[src/gfx_irq_cfg.svh]
// Summary of operation
// - Three separate active-high level interrupt outputs: GPU, display, serial host.
// - All interrupt outputs are registered on the single system clock.
// - GPU output driven by GPU core causes: bus error, composition done, others.
// - Display core causes: frame done, underrun, DBI config error, bus error, reset done.
// - Four buffer-access-done causes, one per configured input buffer address.
// - Display decoder error cause raised on encoded image data error.
// - Serial host core cause reflects host core status registers for link errors.
// - Tearing effect cause in command mode, per line or per frame.
// - Video mode halt cause when queued command overflows blanking.
`ifndef GFX_IRQ_CFG_SVH
`define GFX_IRQ_CFG_SVH

`define UNIT_CNT 3
`define CAUSE_W 16
`define ADDR_W 8

// Register byte offsets
`define OFS_GPU_STATUS 8'h00
`define OFS_GPU_MASK 8'h04
`define OFS_DC_STATUS 8'h08
`define OFS_DC_MASK 8'h0c
`define OFS_DSI_STATUS 8'h10
`define OFS_DSI_MASK 8'h14
`define OFS_PENDING 8'h18
`define OFS_HOST_ST0 8'h1c
`define OFS_HOST_ST1 8'h20

// GPU cause bits
`define GPU_BUS_ERR 0
`define GPU_COMP_DONE 1
`define GPU_OTHER_LO 2
`define GPU_OTHER_W 4

// Display cause bits
`define DC_FRAME_DONE 0
`define DC_UNDERRUN 1
`define DC_DBI_CFG_ERR 2
`define DC_BUS_ERR 3
`define DC_RESET_DONE 4
`define DC_BUF_LO 5
`define DC_BUF_CNT 4
`define DC_DECODE_ERR 9

// Serial host cause bits
`define DSI_CORE 0
`define DSI_TEAR 1
`define DSI_HALT 2

`define MASK_RST 16'h0000
`define RESP_OKAY 2'b00
`define RESP_SLVERR 2'b10
`define ZERO32 32'h0000_0000

`endif

[src/gfx_irq_pkg.sv]
package gfx_irq_pkg;
  typedef enum logic [1:0] {
    UNIT_GPU = 2'b00,
    UNIT_DC = 2'b01,
    UNIT_DSI = 2'b10
  } unit_t;

  typedef enum logic [1:0] {
    WR_IDLE = 2'b00,
    WR_RESP = 2'b01
  } wr_state_t;
endpackage

[src/cause_if.sv]
`timescale 1ns/1ns
`default_nettype none
`include "gfx_irq_cfg.svh"
interface cause_if;
  logic [`CAUSE_W-1:0] events;
  logic [`CAUSE_W-1:0] clr;
  logic [`CAUSE_W-1:0] mask_wr;
  logic mask_we;
  logic [`CAUSE_W-1:0] status;
  logic [`CAUSE_W-1:0] mask;
  logic irq;
  modport bank (input events, clr, mask_wr, mask_we, output status, mask, irq);
  modport ctrl (output events, clr, mask_wr, mask_we, input status, mask, irq);
endinterface
`default_nettype wire

[src/cause_bank.sv]
`timescale 1ns/1ns
`default_nettype none
`include "gfx_irq_cfg.svh"
module cause_bank
  import gfx_irq_pkg::*;
(
  // Clock and reset
  input wire logic clk,
  input wire logic reset_n,
  // Cause port
  cause_if.bank c
);
  typedef struct packed {
    logic [`CAUSE_W-1:0] status;
    logic [`CAUSE_W-1:0] mask;
    logic irq;
  } bank_t;

  bank_t s_q;
  bank_t s_d;

  always_comb begin
    s_d = s_q;
    s_d.status = (s_q.status & ~c.clr) | c.events;
    if (c.mask_we) begin
      s_d.mask = c.mask_wr;
    end
    s_d.irq = |(s_d.status & s_d.mask);
  end

  always_ff @(posedge clk or negedge reset_n) begin
    if (!reset_n) begin
      s_q <= '{status: '0, mask: `MASK_RST, irq: 1'b0};
    end else begin
      s_q <= s_d;
    end
  end

  assign c.status = s_q.status;
  assign c.mask = s_q.mask;
  assign c.irq = s_q.irq;
endmodule // cause_bank
`default_nettype wire

[src/gfx_irq_top.sv]
// The AXI4-Lite register port and the address map were chosen for this implementation.
`timescale 1ns/1ns
`default_nettype none
`include "gfx_irq_cfg.svh"
module gfx_irq_top
  import gfx_irq_pkg::*;
(
  // Clock and reset
  input wire logic clk,
  input wire logic reset_n,
  // GPU core event pulses
  input wire logic gpu_bus_err,
  input wire logic gpu_comp_done,
  input wire logic [`GPU_OTHER_W-1:0] gpu_other,
  // Display controller event pulses
  input wire logic dc_frame_done,
  input wire logic dc_underrun,
  input wire logic dc_dbi_cfg_err,
  input wire logic dc_bus_err,
  input wire logic dc_reset_done,
  input wire logic [`DC_BUF_CNT-1:0] dc_buf_done,
  input wire logic dc_decode_err,
  // Serial display host
  input wire logic [31:0] host_core_status_0,
  input wire logic [31:0] host_core_status_1,
  input wire logic command_mode,
  input wire logic te_pulse,
  input wire logic cmd_overflow,
  // AXI4-Lite write
  input wire logic [`ADDR_W-1:0] s_axi_awaddr,
  input wire logic s_axi_awvalid,
  output logic s_axi_awready,
  input wire logic [31:0] s_axi_wdata,
  input wire logic [3:0] s_axi_wstrb,
  input wire logic s_axi_wvalid,
  output logic s_axi_wready,
  output logic [1:0] s_axi_bresp,
  output logic s_axi_bvalid,
  input wire logic s_axi_bready,
  // AXI4-Lite read
  input wire logic [`ADDR_W-1:0] s_axi_araddr,
  input wire logic s_axi_arvalid,
  output logic s_axi_arready,
  output logic [31:0] s_axi_rdata,
  output logic [1:0] s_axi_rresp,
  output logic s_axi_rvalid,
  input wire logic s_axi_rready,
  // Interrupt outputs
  output logic gpu_irq_out,
  output logic display_ctrl_irq_out,
  output logic serial_host_irq_out
);
  typedef struct packed {
    logic aw_have;
    logic [`ADDR_W-1:0] aw_addr;
    logic w_have;
    logic [31:0] w_data;
    logic [3:0] w_strb;
    logic awready;
    logic wready;
    logic bvalid;
    logic [1:0] bresp;
    logic arready;
    logic rvalid;
    logic [31:0] rdata;
    logic [1:0] rresp;
    logic [31:0] st0_prev;
    logic [31:0] st1_prev;
    logic [`UNIT_CNT-1:0] irq;
  } top_t;

  top_t s_q;
  top_t s_d;

  cause_if cif [`UNIT_CNT] ();

  logic [`CAUSE_W-1:0] ev [`UNIT_CNT];
  logic [`CAUSE_W-1:0] clr [`UNIT_CNT];
  logic [`CAUSE_W-1:0] mwr [`UNIT_CNT];
  logic [`UNIT_CNT-1:0] mwe;
  logic [`CAUSE_W-1:0] st [`UNIT_CNT];
  logic [`CAUSE_W-1:0] mk [`UNIT_CNT];
  logic [`UNIT_CNT-1:0] irq_w;

  genvar gi;
  generate
    for (gi = 0; gi < `UNIT_CNT; gi++) begin : g_bank
      assign cif[gi].events = ev[gi];
      assign cif[gi].clr = clr[gi];
      assign cif[gi].mask_wr = mwr[gi];
      assign cif[gi].mask_we = mwe[gi];
      assign st[gi] = cif[gi].status;
      assign mk[gi] = cif[gi].mask;
      assign irq_w[gi] = cif[gi].irq;
      cause_bank u_bank (
        .clk(clk),
        .reset_n(reset_n),
        .c(cif[gi])
      );
    end
  endgenerate

  logic core_change;
  logic wr_fire;
  logic [`ADDR_W-1:0] wa;
  logic [31:0] wd;

  always_comb begin
    // Host status changes catch new link errors without decoding the bit layout
    core_change = (host_core_status_0 != s_q.st0_prev) | (host_core_status_1 != s_q.st1_prev);
    ev[0] = '0;
    ev[0][`GPU_BUS_ERR] = gpu_bus_err;
    ev[0][`GPU_COMP_DONE] = gpu_comp_done;
    ev[0][`GPU_OTHER_LO +: `GPU_OTHER_W] = gpu_other;
    ev[1] = '0;
    ev[1][`DC_FRAME_DONE] = dc_frame_done;
    ev[1][`DC_UNDERRUN] = dc_underrun;
    ev[1][`DC_DBI_CFG_ERR] = dc_dbi_cfg_err;
    ev[1][`DC_BUS_ERR] = dc_bus_err;
    ev[1][`DC_RESET_DONE] = dc_reset_done;
    ev[1][`DC_BUF_LO +: `DC_BUF_CNT] = dc_buf_done;
    ev[1][`DC_DECODE_ERR] = dc_decode_err;
    ev[2] = '0;
    ev[2][`DSI_CORE] = core_change;
    ev[2][`DSI_TEAR] = te_pulse & command_mode;
    ev[2][`DSI_HALT] = cmd_overflow & ~command_mode;
  end

  always_comb begin
    s_d = s_q;
    s_d.st0_prev = host_core_status_0;
    s_d.st1_prev = host_core_status_1;
    wa = s_q.aw_addr;
    wd = s_q.w_data;
    for (int u = 0; u < `UNIT_CNT; u++) begin
      clr[u] = '0;
      mwr[u] = mk[u];
    end
    mwe = '0;
    // Write channels accepted independently, one write at a time
    s_d.awready = 1'b0;
    s_d.wready = 1'b0;
    if (s_axi_awvalid && s_q.awready) begin
      s_d.aw_have = 1'b1;
      s_d.aw_addr = s_axi_awaddr;
    end
    if (s_axi_wvalid && s_q.wready) begin
      s_d.w_have = 1'b1;
      s_d.w_data = s_axi_wdata;
      s_d.w_strb = s_axi_wstrb;
    end
    wr_fire = s_q.aw_have && s_q.w_have && !s_q.bvalid;
    if (wr_fire) begin
      s_d.aw_have = 1'b0;
      s_d.w_have = 1'b0;
      s_d.bvalid = 1'b1;
      s_d.bresp = `RESP_OKAY;
      case (wa)
        `OFS_GPU_STATUS: clr[0] = wd[`CAUSE_W-1:0] & {{8{s_q.w_strb[1]}}, {8{s_q.w_strb[0]}}};
        `OFS_DC_STATUS: clr[1] = wd[`CAUSE_W-1:0] & {{8{s_q.w_strb[1]}}, {8{s_q.w_strb[0]}}};
        `OFS_DSI_STATUS: clr[2] = wd[`CAUSE_W-1:0] & {{8{s_q.w_strb[1]}}, {8{s_q.w_strb[0]}}};
        `OFS_GPU_MASK: begin
          mwe[0] = 1'b1;
          mwr[0] = {s_q.w_strb[1] ? wd[15:8] : mk[0][15:8], s_q.w_strb[0] ? wd[7:0] : mk[0][7:0]};
        end
        `OFS_DC_MASK: begin
          mwe[1] = 1'b1;
          mwr[1] = {s_q.w_strb[1] ? wd[15:8] : mk[1][15:8], s_q.w_strb[0] ? wd[7:0] : mk[1][7:0]};
        end
        `OFS_DSI_MASK: begin
          mwe[2] = 1'b1;
          mwr[2] = {s_q.w_strb[1] ? wd[15:8] : mk[2][15:8], s_q.w_strb[0] ? wd[7:0] : mk[2][7:0]};
        end
        `OFS_PENDING, `OFS_HOST_ST0, `OFS_HOST_ST1: s_d.bresp = `RESP_OKAY;
        default: s_d.bresp = `RESP_SLVERR;
      endcase
    end
    if (s_q.bvalid && s_axi_bready) begin
      s_d.bvalid = 1'b0;
    end
    if (!s_d.aw_have && !s_q.awready && !s_axi_awvalid) begin
      s_d.awready = 1'b0;
    end
    s_d.awready = !s_d.aw_have && !s_d.bvalid && !(s_axi_awvalid && s_q.awready);
    s_d.wready = !s_d.w_have && !s_d.bvalid && !(s_axi_wvalid && s_q.wready);
    // Read: address taken, data one cycle later
    s_d.arready = 1'b0;
    if (s_axi_arvalid && s_q.arready) begin
      s_d.rvalid = 1'b1;
      s_d.rresp = `RESP_OKAY;
      case (s_axi_araddr)
        `OFS_GPU_STATUS: s_d.rdata = {16'h0000, st[0]};
        `OFS_GPU_MASK: s_d.rdata = {16'h0000, mk[0]};
        `OFS_DC_STATUS: s_d.rdata = {16'h0000, st[1]};
        `OFS_DC_MASK: s_d.rdata = {16'h0000, mk[1]};
        `OFS_DSI_STATUS: s_d.rdata = {16'h0000, st[2]};
        `OFS_DSI_MASK: s_d.rdata = {16'h0000, mk[2]};
        `OFS_PENDING: s_d.rdata = {29'h0000_0000, irq_w};
        `OFS_HOST_ST0: s_d.rdata = s_q.st0_prev;
        `OFS_HOST_ST1: s_d.rdata = s_q.st1_prev;
        default: begin
          s_d.rdata = `ZERO32;
          s_d.rresp = `RESP_SLVERR;
        end
      endcase
    end
    if (s_q.rvalid && s_axi_rready) begin
      s_d.rvalid = 1'b0;
    end
    s_d.arready = !s_d.rvalid && !(s_axi_arvalid && s_q.arready);
    // outputs from flops on system clock
    s_d.irq = irq_w;
  end

  always_ff @(posedge clk or negedge reset_n) begin
    if (!reset_n) begin
      s_q <= '0;
    end else begin
      s_q <= s_d;
    end
  end

  assign s_axi_awready = s_q.awready;
  assign s_axi_wready = s_q.wready;
  assign s_axi_bvalid = s_q.bvalid;
  assign s_axi_bresp = s_q.bresp;
  assign s_axi_arready = s_q.arready;
  assign s_axi_rvalid = s_q.rvalid;
  assign s_axi_rdata = s_q.rdata;
  assign s_axi_rresp = s_q.rresp;
  assign gpu_irq_out = s_q.irq[UNIT_GPU];
  assign display_ctrl_irq_out = s_q.irq[UNIT_DC];
  assign serial_host_irq_out = s_q.irq[UNIT_DSI];
endmodule // gfx_irq_top
`default_nettype wire

[config.mk]
export PLATFORM = sky130hd
export DESIGN_NAME = gfx_irq_top
export DESIGN_NICKNAME = d
export VERILOG_FILES = /design/src/gfx_irq_pkg.sv /design/src/cause_if.sv /design/src/cause_bank.sv /design/src/gfx_irq_top.sv
export VERILOG_INCLUDE_DIRS = /design/src
export SDC_FILE = /design/constraint.sdc
export NUM_CORES = 1
export LEC_CHECK = 0
export ABC_AREA = 1
export BUFFER_PORTS_ARGS = -buffer_cell sky130_fd_sc_hd__buf_2
export CORE_MARGIN = 1
export CORE_UTILIZATION = 40
export DETAILED_ROUTE_END_ITERATION = 6
export PLACE_DENSITY = 0.6
export SLEW_MARGIN = 10
export SYNTH_ARGS = -nofsm -noshare
export SYNTH_HDL_FRONTEND = slang
export SYNTH_SLANG_ARGS = --single-unit
[constraint.sdc]
create_clock -name clk -period 2.1 [get_ports clk]
set_input_delay 0.21 -clock clk [delete_from_list [all_inputs] [get_ports clk]]
set_output_delay 0.21 -clock clk [all_outputs]
set_load 0.005 [all_outputs]
==> impl_metrics.tcl <==
set metrics [dict create \
    cts_buffers 26 \
    worstPathRequired_ns 2.51 \
    cpMaxStageDelayCell "dfrtp_1" \
    drc 0 \
    fmax_ghz 0.5049 \
    drt-total-wl_um 33410 \
    pwr_density_cell_nw_per_um2 919.4 \
    cts_buffer_depth 3 \
    vdd_drop_max_uv 694.7 \
    ys_seq_area_share_pct 51.90 \
    grt_pass1_vias 9631 \
    multi_input_area_um2 4240 \
    clk_pin_slew_worst_paths_ns 0.06 \
    final_max_slew_viol_count 0 \
    critical-path-top-delay-family "simple AND/OR/NAND/NOR gates" \
    crit_buf_inv 2 \
    num_rows 60 \
    die_x_um 169.6 \
    dr_total_vias 9618 \
    hp-class "input pin to flip-flop" \
    skew_ns 0.009746 \
    synth_cell_type_count 40 \
    htreeDepth 1 \
    overflow 0 \
    maxCapViolations 0 \
    syn2layout_area_growth_pct 28.71 \
    dieHeight_um 169.6 \
    path_max_fanout 6 \
    dp_slack_ns 0.1396 \
    gr-usage-met3_pct 3.965 \
    fillCellCount 2556 \
    yosysWarnings 0 \
    hold_viol_final 0 \
    tns_ns 0 \
    synth_edf_count 0 \
    cts_tree "yes" \
    crit_type "flip-flop to flip-flop" \
    grt.busiest_layer "met2" \
    ys.flop_type "dfrtp_1" \
    max-slew-margin-rel_pct 59.70 \
    routabilityCongestion 0.8507 \
    dp_hpwl_um 23790 \
    met2_usage_pct 38.86 \
    syn_area_per_cell_um2 8.279 \
    grt_start_max_net_pins 58 \
    clkLatencyLatePin_ns 0.53 \
    crit_arrival_ns 2.39 \
    synth_seq_cells 233 \
    drive_gt1_share_pct 17.16 \
    grt_first_pass_wirelength_um 52140 \
    yosysMostFrequentCell "nand2_1" \
    grt_antenna_before_repair 0 \
    cts.sinks 233 \
    cp_cell_sequence "buf_4 -> nor2_4 -> nand3_1 -> inv_1 -> nand2_1 -> a21oi_2 -> nor2_1 -> nor2_1 -> nand2_1 -> nor2_1 -> nand2_1" \
    netlist_area_um2 11230 \
    grtUsageTotal_pct 23.51 \
    drt_pre_antenna_iters 6 \
    coreArea_um2 27250 \
    fin_nets 1768 \
    diodes 0 \
    port_buffers 165 \
    postSynthCellCount 1357 \
    final-setup-viol-count 0 \
    synth_area_leader_cell "dfrtp_1" \
    slowest_delay_ns 0.39 \
    fin_crit_ns 1.981 \
    seq_area_um2 5832 \
    yosysTopAreaCellShare_pct 51.90 \
    worst_slack_ns 0.1195 \
    worstMarginPinSlew_ns 0.6008 \
    power_leakage_nw 7.548 \
    finalCritPeriodShare_pct 94.31 \
    synth_commonest_cells "331 x nand2_1, 233 x dfrtp_1, 184 x inv_1, 132 x nor2_1, 127 x nand3_1" \
    rsz0062_at_grt "no" \
    start_kind "flip-flop" \
    status "complete, no violations" \
    die-area_um2 28760 \
    wire_per_inst_um 16.58 \
    cp-end-kind "flip-flop" \
    clockRootBuffer "clkbuf_16" \
    ant_nets 0 \
    synth.area.top_cells "dfrtp_1 52%, nand2_1 11%, inv_1 6.1%" \
    use_met1_pct 31.62 \
    synthArstFlopShare_pct 100.0 \
    io_pins 186 \
    viasPerCell 4.773 \
    drtIter0Drc 779 \
    start_util_pct 41.23 \
]
per-layer routing:
metal | wire length (um) | share of wire [%]
met5 | 0 | 0
met4 | 934 | 2.8
met3 | 2211 | 6.6
met2 | 15240 | 46
met1 | 15020 | 45
layout by cell type (no fill, tap or decap), types with 3 or more instances in the layout:
| master | instances |
|---|---|
| clkinv_2 | 3 |
| nand2_1 | 330 |
| nor2_2 | 11 |
| a21boi_0 | 4 |
| xnor2_1 | 13 |
| buf_12 | 9 |
| clkbuf_16 | 27 |
| a21oi_1 | 65 |
| buf_2 | 164 |
| o211ai_1 | 4 |
| o21ai_1 | 8 |
| inv_2 | 4 |
| clkbuf_1 | 9 |
| a21o_1 | 16 |
| and2_1 | 10 |
| o21ai_0 | 38 |
| xor2_1 | 47 |
| a21oi_2 | 7 |
| nand2_4 | 3 |
| dlygate4sd3_1 | 111 |
| clkinv_1 | 3 |
| buf_4 | 27 |
| nand3_1 | 127 |
| clkbuf_8 | 6 |
| inv_1 | 184 |
| nor2_1 | 129 |
| dfrtp_1 | 232 |
| nand4_1 | 5 |
| nor2_4 | 8 |
| o22ai_1 | 16 |
final cells by class:
| cell class | instances | share of cell area (%) |
|---|---|---|
| clock buffer | 42 | 5.477 |
| tap | 372 | 3.219 |
| inverter | 194 | 5.088 |
| timing repair buffer | 312 | 16.11 |
| multi-input combinational | 859 | 29.32 |
| clock inverter | 3 | 0.4499 |
| sequential | 233 | 40.33 |
metrics by stage:
step	hold slack, ns	instance area, um^2	std cells	util, %	total power [mW]
2_1_floorplan	-0.08559	11240	1358	-	7.448
3_3_place_gp	0.1763	12460	1858	45.73	8.484
3_5_place_dp	0.1748	12460	1858	45.73	8.537
4_1_cts	0.02175	14430	2014	52.96	13.35
5_1_grt	0.06530	14460	2015	53.06	14.01
6_report	0.02938	14460	2015	53.06	13.29
report_power, final:
| group | switching, mW | internal (mW) | total, mW | leakage (nW) |
|---|---|---|---|---|
| clock | 1.80 | 2.80 | 4.59 | 0.419 |
| sequential | 0.420 | 5.21 | 5.63 | 2.93 |
| combinational | 1.98 | 1.09 | 3.07 | 4.20 |
state kept, by name, summed over array words and instances, names as in the netlist:
register and flops:
s_axi_arready 1, s_axi_bresp 1, g_bank.u_bank.c.irq 3, serial_host_irq_out 1
wa 8, s_axi_awready 1, g_bank.u_bank.c.mask 48, s_axi_rvalid 1
gpu_irq_out 1, s_q 68, s_axi_bvalid 1, display_ctrl_irq_out 1
wd 16, s_axi_rdata 32, s_axi_rresp 1, s_axi_wready 1
g_bank.u_bank.c.status 48
final timing paths:
path	startpoint	to	slack (ns)	cells after the start
min in group asynchronous	reset_n	s_q[51]	0.20	2
hold reg to reg	g_bank[2].u_bank.c.irq	serial_host_irq_out	0.43	0
hold / removal	te_pulse	g_bank[2].u_bank.c.status[1]	0.03	5
max in group asynchronous	reset_n	s_q[153]	1.20	3
setup / recovery	s_axi_bvalid	g_bank[1].u_bank.c.irq	0.12	11
setup reg to reg	s_axi_bvalid	g_bank[1].u_bank.c.irq	0.12	11
cell families after synthesis:
| kind of cell | Yosys count | share of synthesized area [%] |
|---|---|---|
| compound gates | 165 | 8.464 |
| buf+inv | 266 | 10.62 |
| other cells | 1 | 0.03338 |
| xor+xnor | 60 | 4.678 |
| flops | 233 | 51.90 |
| simple gates | 632 | 24.30 |
worst reg2reg max path, cell delays in order (launching register included):
cell and delay [ns]:
dfrtp_1 0.39, buf_4 0.15, nor2_4 0.19, nand3_1 0.23
inv_1 0.16, nand2_1 0.08, a21oi_2 0.14, nor2_1 0.10
nor2_1 0.10, nand2_1 0.05, nor2_1 0.17, nand2_1 0.09
what timing repair did:
| action | CTS | global route |
|---|---|---|
| buffers inserted | 0 | 1 |
| endpoints found under the hold margin | 162 | 0 |
| setup endpoints to repair | 0 | 3 |
| resized for setup | 0 | 8 |
| hold buffers | 111 | 0 |
No activity file was read; power rests on OpenSTA's default activity.
